$ cat src/shared/mbw_regs.svh
`ifndef MBW_REGS_SVH
`define MBW_REGS_SVH
// What this block does
// - low code 16 KB maps straight, unbanked
// - second code window uses upper-code bank
// - third window uses middle-window bank
// - top window aliases the upper-code bank window
// - xdata 0x4000 region goes on-chip; low goes SFR
// - isa io space reached via programmed io window
// - writing one clears a status bit
// - reading status leaves pending bits untouched
// - each status bit clears independently
// - usb traffic events drive interrupt line 0
// - second and third windows have their own bank registers; top shares the upper-code one

// ==========================================
// register offsets in xdata space
`define MBW_OFF_MID_BANK 16'h7f28
`define MBW_OFF_UPPER_BANK 16'h7f29
`define MBW_OFF_IRQ0_STATUS 16'h7f30
`define MBW_OFF_IO_BASE 16'h7f71
`define MBW_OFF_MEM_BASE 16'h7f72
// ==========================================
// reset values
`define MBW_RST_BANK 8'h00
`define MBW_RST_STATUS 8'h00
// ==========================================
// address fields
`define MBW_WIN_MSB 15
`define MBW_WIN_LSB 14
`define MBW_OFS_MSB 13
`define MBW_HI_LSB 8
`define MBW_NIB_LSB 12
`define MBW_IO_OFS_MSB 7
`define MBW_MEM_OFS_MSB 11
`define MBW_BANK_MSB 5
`define MBW_WIN_LOW 2'h0
`define MBW_WIN_SECOND 2'h1
`define MBW_WIN_THIRD 2'h2
`define MBW_WIN_TOP 2'h3
// io window 0x4000-0x40ff, memory window 0x5000-0x5fff, local block 0x7fxx
`define MBW_IO_HI 8'h40
`define MBW_MEM_NIB 4'h5
`define MBW_LOCAL_HI 8'h7f
`define MBW_FLASH_ZERO_HI 6'h00
`endif

$ cat src/shared/mbw_pkg.sv
package mbw_pkg;
   // one-hot selection of where an access lands
   typedef enum logic [6:0] {
      MBW_TGT_NONE = 7'h01,
      MBW_TGT_FLASH = 7'h02,
      MBW_TGT_SFR = 7'h04,
      MBW_TGT_PERIPH = 7'h08,
      MBW_TGT_IO = 7'h10,
      MBW_TGT_MEM = 7'h20,
      MBW_TGT_LOCAL = 7'h40
   } mbw_target_t;
endpackage

$ cat src/core/mbw_mapper.sv
`timescale 1ns/1ns
`include "mbw_regs.svh"
module mbw_mapper #(
   parameter int EVENT_W = 8
) (
   input wire logic clk,
   input wire logic reset_n,
   input wire logic code_rd,
   input wire logic xdata_rd,
   input wire logic xdata_wr,
   input wire logic [15:0] core_addr,
   input wire logic [7:0] core_wdata,
   input wire logic [EVENT_W-1:0] usb_event,
   output logic access_valid,
   output logic access_write,
   output logic flash_sel,
   output logic [19:0] flash_addr,
   output logic sfr_sel,
   output logic periph_sel,
   output logic [15:0] periph_addr,
   output logic io_sel,
   output logic [15:0] io_addr,
   output logic mem_sel,
   output logic [19:0] mem_addr,
   output logic local_sel,
   output logic [7:0] local_rdata,
   output logic irq0
);
   // ==========================================
   // helpers

   // true when an xdata address hits a given local register
   function automatic logic hit(input logic [15:0] a, input logic [15:0] off);
      hit = (a == off);
   endfunction

   // banked flash address: six bank bits on top of the 14-bit offset
   function automatic logic [19:0] bank_addr(input logic [7:0] bank,
                                             input logic [15:0] a);
      bank_addr = {bank[`MBW_BANK_MSB:0], a[`MBW_OFS_MSB:0]};
   endfunction

   // ==========================================
   // local registers
   logic [7:0] mid_bank_q;
   logic [7:0] upper_bank_q;
   logic [7:0] io_base_q;
   logic io_base_set_q;
   logic [7:0] mem_base_q;
   logic [EVENT_W-1:0] status_q;
   logic [EVENT_W-1:0] status_d;

   // ==========================================
   // request decode
   wire logic req = code_rd | xdata_rd | xdata_wr;
   wire logic is_xdata = xdata_rd | xdata_wr;
   wire logic [1:0] win = core_addr[`MBW_WIN_MSB:`MBW_WIN_LSB];
   wire logic in_io = core_addr[`MBW_WIN_MSB:`MBW_HI_LSB] == `MBW_IO_HI;
   wire logic in_mem = core_addr[`MBW_WIN_MSB:`MBW_NIB_LSB] == `MBW_MEM_NIB;
   wire logic in_local = core_addr[`MBW_WIN_MSB:`MBW_HI_LSB] == `MBW_LOCAL_HI;

   // isa windows: the base register supplies the bits above the window offset
   wire logic [15:0] io_addr_d = {io_base_q, core_addr[`MBW_IO_OFS_MSB:0]};
   wire logic [19:0] mem_addr_d = {mem_base_q, core_addr[`MBW_MEM_OFS_MSB:0]};

   // the low window is a straight copy of flash zero page
   wire logic [19:0] low_addr = {`MBW_FLASH_ZERO_HI, core_addr[`MBW_OFS_MSB:0]};
   wire logic [19:0] second_addr = bank_addr(upper_bank_q, core_addr);
   wire logic [19:0] third_addr = bank_addr(mid_bank_q, core_addr);
   // top window reuses the upper-code bank, so both views see one location
   wire logic [19:0] top_addr = bank_addr(upper_bank_q, core_addr);

   // the flash address seen for this access, whatever its space
   wire logic [19:0] flash_addr_d = (win == `MBW_WIN_LOW) ? low_addr :
                                    (win == `MBW_WIN_SECOND) ? second_addr :
                                    (win == `MBW_WIN_THIRD) ? third_addr : top_addr;

   // xdata second window goes on-chip: io, memory, local registers, else peripherals
   wire mbw_pkg::mbw_target_t xdata_mid_tgt =
      (in_io && io_base_set_q) ? mbw_pkg::MBW_TGT_IO :
      in_io ? mbw_pkg::MBW_TGT_NONE :
      in_mem ? mbw_pkg::MBW_TGT_MEM :
      in_local ? mbw_pkg::MBW_TGT_LOCAL : mbw_pkg::MBW_TGT_PERIPH;

   // code space is flash everywhere; xdata carves out the two low windows
   wire mbw_pkg::mbw_target_t target_d =
      !req ? mbw_pkg::MBW_TGT_NONE :
      !is_xdata ? mbw_pkg::MBW_TGT_FLASH :
      (win == `MBW_WIN_LOW) ? mbw_pkg::MBW_TGT_SFR :
      (win == `MBW_WIN_SECOND) ? xdata_mid_tgt : mbw_pkg::MBW_TGT_FLASH;

   // ==========================================
   // register write decode
   // local registers live only in the 0x7fxx page of the second xdata window
   wire logic local_wr = xdata_wr && in_local && (win == `MBW_WIN_SECOND);
   wire logic local_rd = xdata_rd && in_local && (win == `MBW_WIN_SECOND);
   wire logic wr_mid = local_wr && hit(core_addr, `MBW_OFF_MID_BANK);
   wire logic wr_upper = local_wr && hit(core_addr, `MBW_OFF_UPPER_BANK);
   wire logic wr_io = local_wr && hit(core_addr, `MBW_OFF_IO_BASE);
   wire logic wr_mem = local_wr && hit(core_addr, `MBW_OFF_MEM_BASE);
   wire logic wr_status = local_wr && hit(core_addr, `MBW_OFF_IRQ0_STATUS);

   // read mux; unmapped local offsets read as zero
   wire logic [7:0] rdata_d =
      hit(core_addr, `MBW_OFF_MID_BANK) ? mid_bank_q :
      hit(core_addr, `MBW_OFF_UPPER_BANK) ? upper_bank_q :
      hit(core_addr, `MBW_OFF_IO_BASE) ? io_base_q :
      hit(core_addr, `MBW_OFF_MEM_BASE) ? mem_base_q :
      hit(core_addr, `MBW_OFF_IRQ0_STATUS) ? 8'(status_q) : `MBW_RST_BANK;

   // ==========================================
   // interrupt status
   // a read never touches the bits, so polling cannot drop an event
   // a set in the same cycle as its clear wins, so no event is lost
   // clearing a bit that is not pending is harmless
   wire logic [EVENT_W-1:0] clr_mask = wr_status ? core_wdata[EVENT_W-1:0] : '0;
   always_comb begin
      status_d = (status_q & ~clr_mask) | usb_event;
   end

   // ==========================================
   // bank and base registers; the top window shares the upper-code bank
   // the second and third windows keep their own banks so software can move them apart

   // middle window bank, third 16 KB of code and xdata
   always_ff @(posedge clk or negedge reset_n) begin
      if (!reset_n) begin
         mid_bank_q <= `MBW_RST_BANK;
      end else if (wr_mid) begin
         mid_bank_q <= core_wdata;
      end
   end

   // upper-code bank, shared by the second code window and its top alias
   always_ff @(posedge clk or negedge reset_n) begin
      if (!reset_n) begin
         upper_bank_q <= `MBW_RST_BANK;
      end else if (wr_upper) begin
         upper_bank_q <= core_wdata;
      end
   end

   // io window base; the window stays shut until the first write
   always_ff @(posedge clk or negedge reset_n) begin
      if (!reset_n) begin
         io_base_q <= `MBW_RST_BANK;
         io_base_set_q <= 1'b0;
      end else if (wr_io) begin
         io_base_q <= core_wdata;
         io_base_set_q <= 1'b1;
      end
   end

   // memory window base, eight bits above the 4 KB offset
   always_ff @(posedge clk or negedge reset_n) begin
      if (!reset_n) begin
         mem_base_q <= `MBW_RST_BANK;
      end else if (wr_mem) begin
         mem_base_q <= core_wdata;
      end
   end

   // status bits take their next value every cycle
   always_ff @(posedge clk or negedge reset_n) begin
      if (!reset_n) begin
         status_q <= '0;
      end else begin
         status_q <= status_d;
      end
   end

   // ==========================================
   // registered access outputs, valid one cycle after the request
   mbw_pkg::mbw_target_t target_q;

   // where the access landed, and whether it was a write
   always_ff @(posedge clk or negedge reset_n) begin
      if (!reset_n) begin
         target_q <= mbw_pkg::MBW_TGT_NONE;
         access_valid <= 1'b0;
         access_write <= 1'b0;
      end else begin
         target_q <= target_d;
         access_valid <= req;
         access_write <= xdata_wr;
      end
   end

   // addresses follow every cycle; they only mean something with their select
   always_ff @(posedge clk or negedge reset_n) begin
      if (!reset_n) begin
         flash_addr <= '0;
         periph_addr <= '0;
         io_addr <= '0;
         mem_addr <= '0;
      end else begin
         flash_addr <= flash_addr_d;
         periph_addr <= core_addr;
         io_addr <= io_addr_d;
         mem_addr <= mem_addr_d;
      end
   end

   // read data holds until the next local read, so a late sampler still sees it
   always_ff @(posedge clk or negedge reset_n) begin
      if (!reset_n) begin
         local_rdata <= '0;
      end else if (local_rd) begin
         local_rdata <= rdata_d;
      end
   end

   // ==========================================
   // one-hot target fans out to the selects
   assign flash_sel = target_q == mbw_pkg::MBW_TGT_FLASH;
   assign sfr_sel = target_q == mbw_pkg::MBW_TGT_SFR;
   assign periph_sel = target_q == mbw_pkg::MBW_TGT_PERIPH;
   assign io_sel = target_q == mbw_pkg::MBW_TGT_IO;
   assign mem_sel = target_q == mbw_pkg::MBW_TGT_MEM;
   assign local_sel = target_q == mbw_pkg::MBW_TGT_LOCAL;
   // any pending usb traffic event holds line 0 up
   assign irq0 = |status_q;
endmodule

$ cat config.mk
export PLATFORM = sky130hd
export DESIGN_NAME = mbw_mapper
export DESIGN_NICKNAME = d
export VERILOG_FILES = /design/src/shared/mbw_pkg.sv /design/src/core/mbw_mapper.sv
export VERILOG_INCLUDE_DIRS = /design/src /design/src/shared
export SDC_FILE = /design/constraint.sdc
export NUM_CORES = 1
export LEC_CHECK = 0
export ABC_AREA = 1
export BUFFER_PORTS_ARGS = -buffer_cell sky130_fd_sc_hd__buf_2
export CAP_MARGIN = 10
export CORE_ASPECT_RATIO = 2
export CORE_MARGIN = 2
export CORE_UTILIZATION = 57
export CTS_BUF_LIST = sky130_fd_sc_hd__clkbuf_2
export DETAILED_ROUTE_END_ITERATION = 16
export GPL_TIMING_DRIVEN = 0
export MAX_ROUTING_LAYER = met4
export PLACE_DENSITY = 0.92
export SYNTH_ARGS = -nofsm -noshare
export SYNTH_HDL_FRONTEND = slang
export SYNTH_SLANG_ARGS = --single-unit
$ cat constraint.sdc
create_clock -name clk -period 1.5 [get_ports clk]
set_input_delay 0.15 -clock clk [delete_from_list [all_inputs] [get_ports clk]]
set_output_delay 0.15 -clock clk [all_outputs]
set_load 0.02 [all_outputs]
==> Word-level counts from Yosys, hierarchy flattened <==
Cells that the tools add are included.
{ "op_classes": {"n_eq_ne": 16, "mux": 17, "n_bitwise": 6, "reduce_logical": 12} }
{ "op_table": {"columns": ["op", "count"], "rows": [
  ["equality test 16 x 15 -> 1 bit, second input constant", 5],
  ["two-way mux 20 bit", 3],
  ["two-way mux 7 bit", 8],
  ["two-way mux 8 bit", 6],
  ["equality test 8 x 7 -> 1 bit, second input constant", 2],
  ["logical AND 1 bit", 10],
  ["bitwise AND 8 bit", 1],
  ["inverter 8 bit", 1],
  ["OR 8 bit", 1],
  ["OR reduction 8 bit", 1],
  ["equality test 7 x 2 -> 1 bit, second input constant", 1],
  ["equality test 7 x 3 -> 1 bit, second input constant", 1],
  ["equality test 7 x 4 -> 1 bit, second input constant", 1],
  ["equality test 7 x 5 -> 1 bit, second input constant", 1],
  ["equality test 7 x 6 -> 1 bit, second input constant", 1],
  ["equality test 7 bit, second input constant", 1],
  ["equality test 4 x 3 -> 1 bit, second input constant", 1],
  ["OR 1 bit", 3],
  ["equality test 2 x 1 -> 1 bit, second input constant", 1],
  ["equality test 2 bit, second input constant", 1],
  ["zero test 2 bit", 1]
]} }
{ "totals": {"regBits": 130, "input_bits": 37, "output_inout_bits": 89, "elab_cells": 65} }

==> Logic depth before layout (Yosys ltp) <==
{ "depth": {"ltp_word": 9, "mapped_depth": 11} }

==> Worst setup path after synthesis <==
No wires, ideal clock.
{ "synth_timing": {"kind": "register to output", "startpoint": "register target_q[4]", "endpoint": "output port flash_sel", "arrival_ns": 1.285, "slack_ns": 0.065, "path_stages_with_launch": 4, "cell_sequence": "dfrtp_1 -> inv_1 -> nand3_1 -> nor4b_1"} }
{ "synth_via": {"elab_chain_cells": 1} }
{ "synth_lines": {"columns": ["item", "line_no", "text"], "rows": [
  ["start, declared", "mbw_mapper.sv:174", "mbw_pkg::mbw_target_t target_q;"],
  ["start signal, assigned", "mbw_mapper.sv:179", "target_q <= mbw_pkg::MBW_TGT_NONE;"],
  ["start signal, assigned", "mbw_mapper.sv:183", "target_q <= target_d;"],
  ["equality test 7 x 2 -> 1 bit", "mbw_mapper.sv:215", "assign flash_sel = target_q == mbw_pkg::MBW_TGT_FLASH;"],
  ["end, declared", "mbw_mapper.sv:16", "output logic flash_sel,"]
]} }
Every way passes these cells.

==> Final worst setup path <==
{ "layout_timing": {"startpoint": "register target_q[1]", "endpoint": "output port sfr_sel"} }
{ "layout_via": {"elab_chain_cells": 1} }
{ "layout_lines": {"columns": ["item", "line_no", "text"], "rows": [
  ["equality test 7 x 3 -> 1 bit", "mbw_mapper.sv:216", "assign sfr_sel = target_q == mbw_pkg::MBW_TGT_SFR;"],
  ["end, declared", "mbw_mapper.sv:18", "output logic sfr_sel,"]
]} }
Every way passes these cells.

==> metrics.txt <==
Critical Path End Type=output pin; number of nets still failing antenna checks after routing=0; placeable core area=7210 µm²; slack of the worst reg-to-reg path=approximately 0.43 ns; post-synthesis average cell area=roughly 9.0 µm²; maximum clock skew at final layout=~0.028 ns; Critical path buffers and inverters=2; dominant register cell in the synthesized netlist=sky130_fd_sc_hd__dfrtp_1; share of layout cells above drive strength 1=a little over a third; DR iter-0 viols=a little under 400; residual overflow from global routing=0; leakage power=~3.2 nW; initial antenna violation count=0; part of the cycle the worst path needs=127%; Power Density=about 800 nW/µm²; most common cell in the netlist=sky130_fd_sc_hd__nand2_1; DR DRC count=0; largest delay contributor family on the critical path=flip-flops; area of the multi-input gates=between 1000 and 1500 µm²; distinct cell type count of the synthesized netlist=28; total routing usage reported by global routing=~29%; crit-path max cell delay=around 0.48 ns; library cell contributing the largest single delay on the critical path=sky130_fd_sc_hd__dfrtp_1; top post-synthesis cells by area=sky130_fd_sc_hd__dfrtp_1 (56%), sky130_fd_sc_hd__nand2_1 (10%), sky130_fd_sc_hd__buf_4 (6.4%); flip-flop and latch count after synthesis=96; share of synthesized area occupied by flip-flops and latches=about 57%; unrepaired setup endpoints after global routing=true; vertical extent of the die=around 130 µm; I/O pin total=126; relative area change from synthesis to final layout=42.6%; number of buffers between clock root and the deepest sink=2; Die W=about 65 µm; number of maximum-capacitance constraint violations=0; Min-Delay Path Class=input pin to async pin; Tightest Pin Transition=between 0.5 and 0.6 ns; clock latency of the later-clocked register in the worst-skew pair=0.59 ns; reg-to-reg endpoint=local_rdata[7]; TritonCTS clock tree=yes; CP cell instances=nor2_4 > inv_1 > nor4_1 > buf_2; violations in the final reports=negative setup slack; htree depth=3; asr flop ratio synth=between 90% and 100%; number of gates on the worst path with buffers counted=4; area share of the largest cell type after synthesis=56.4%; Register-to-Register Path Depth=7; RR Startpoint=status_q[7]; aggregate negative setup slack=-11.81 ns; cell accounting for the most synthesized area=sky130_fd_sc_hd__dfrtp_1; final std cell area, no fill=approximately 6000 µm²; DR pass1 iterations=5; synthesized netlist net count=around 510; standard-cell rows=44; endpoints failing hold=0; total inserted antenna cells=0; final setup slack of the worst path=-0.409 ns; post-layout minimum cycle time=about 1.9 ns; Via Count=4002; worst path arrival time=between 1.5 and 2 ns; IO buf count=between 100 and 150; worst slew slack as a fraction of its limit=between 60% and 70%; final-report max-slew violation count=0; cell chosen for the clock root=sky130_fd_sc_hd__clkbuf_2; combinational group share of total power=around 15%; internal power=~3.5 mW; Hold Worst Slack=approximately 0.027 ns; Cells after DPL=roughly 690; area enclosed by the die boundary=8150 µm²; post-synthesis instance area=approximately 4200 µm²; pin count of the biggest net entering global routing=60; largest fanout on the critical path=2; commonest cells in the synthesized netlist=sky130_fd_sc_hd__nand2_1 (117), sky130_fd_sc_hd__dfrtp_1 (95), sky130_fd_sc_hd__inv_1 (60); routed vias/inst=roughly 5.3; drt total wl=between 10000 and 15000 µm; number of enable-type register cells in the synthesized netlist=0; count of yosys warnings during synthesis=0; initial core utilization=roughly three fifths; placed cell areas=about 5000 µm²; first-pass GRT wire length=17300 µm; placement-stage worst setup slack=-0.292 ns; post-detailed-placement half-perimeter wirelength=between 7000 and 8000 µm; # nets final=around 690; worst endpoint required time=between 1 and 1.5 ns; status=finished with violations; Synth Instances=471; clock group share of total power=28.9%; power share of the sequential group=55.9%; Inserted Clock Buffers=9; maximum resistive drop on vdd=between 600 and 700 µV; clock-pin transition on the worst setup and hold timing paths=~0.25 ns; Storage cell area=about 2400 µm²; achievable clock frequency=between 500 and 600 MHz; count of clock tree sinks=96; RD Place Congestion=around 0.95; filler-free cell count of the finished design=752; switch share=a little over a quarter; average routed wire per standard cell=17.2 µm; final-layout fill cell count=394; number of global-route vias before repair=roughly 3800; net switching power=around 1.3 mW; path type of the worst setup path=flip-flop to output pin; Final setup viols=61; category of the worst setup path launch point=flip-flop
-- per-stage QoR --
step	power, mW	utilization [%]
3_3_place_gp	3.19	68.8
5_1_grt	4.94	83.4
4_1_cts	4.62	77.0
3_5_place_dp	3.21	69.2
2_1_floorplan	2.98	-
6_report	4.79	83.4
-- how the worst max path moves through the flow --
stage | slack [ns] | endpoint | startpoint
floorplan | 0.07 | flash_sel | target_q[4]
global route | -0.52 | sfr_sel | target_q[1]
CTS | -0.33 | io_sel | target_q[1]
global placement | -0.50 | flash_addr[14] | reset_n
finish | -0.41 | sfr_sel | target_q[1]
detailed placement | -0.29 | io_base_q[2] | core_addr[15]
-- what timing repair did --
item                                   4_1_cts  5_1_grt
gates cloned                                 0        1
setup endpoints to repair                   10       88
endpoints found under the hold margin      164       16
hold buffers                                36        8
buffers inserted                             3        8
pin swaps                                    3        9
gates resized for setup                     11      123
-- cell type report --
type,instances,share of cell area (%)
timing repair buffer,173,21.8
sequential,96,40.1
tap,92,1.91
multi-input combinational,268,22.8
buffer,43,7.18
inverter,64,3.99
clock buffer,9,0.749
clock inverter,7,1.44
-- layer usage --
layer / routed length (µm) / track usage [%]
met1: 4420 / 29.4
met2: 7200 / 51.6
met3: 853 / 5.45
met4: 455 / 14.6
met5: 0 / -
-- state kept, by name, summed over array words and instances, names as in the netlist, 7 cells and up --
name,flops
io_addr,8
io_base_q,8
local_rdata,8
mem_addr,8
mem_base_q,8
mid_bank_q,8
periph_addr,16
status_q,8
target_q,7
upper_bank_q,8
-- power groups by stage --
stage,logic [mW],clock network (mW),registers [mW]
6_report,0.729,1.38,2.68
3_5_place_dp,0.512,0,2.70
3_3_place_gp,0.492,0,2.70
2_1_floorplan,0.233,0,2.74
5_1_grt,0.768,1.49,2.68
4_1_cts,0.595,1.37,2.66
-- layout by cell type, fill, tap and decap left out, types with 23 or more instances in the layout --
cell                              n
sky130_fd_sc_hd__buf_2           91
sky130_fd_sc_hd__buf_6           66
sky130_fd_sc_hd__dfrtp_1         88
sky130_fd_sc_hd__dlygate4sd3_1   36
sky130_fd_sc_hd__inv_1           55
sky130_fd_sc_hd__nand2_1        115
sky130_fd_sc_hd__nand3_1         33
sky130_fd_sc_hd__nor2_1          35
sky130_fd_sc_hd__o21ai_1         23
-- cells by family after synthesis --
kind of cell / count (synthesis) / synth area share [%]
AND/OR/NAND/NOR: 214 / 23.1
flip-flops: 96 / 57.0
AO/OA/AOI/OAI: 54 / 6.85
buffers and inverters: 107 / 13.0
Note: power is estimated with default switching activity, not from simulation.
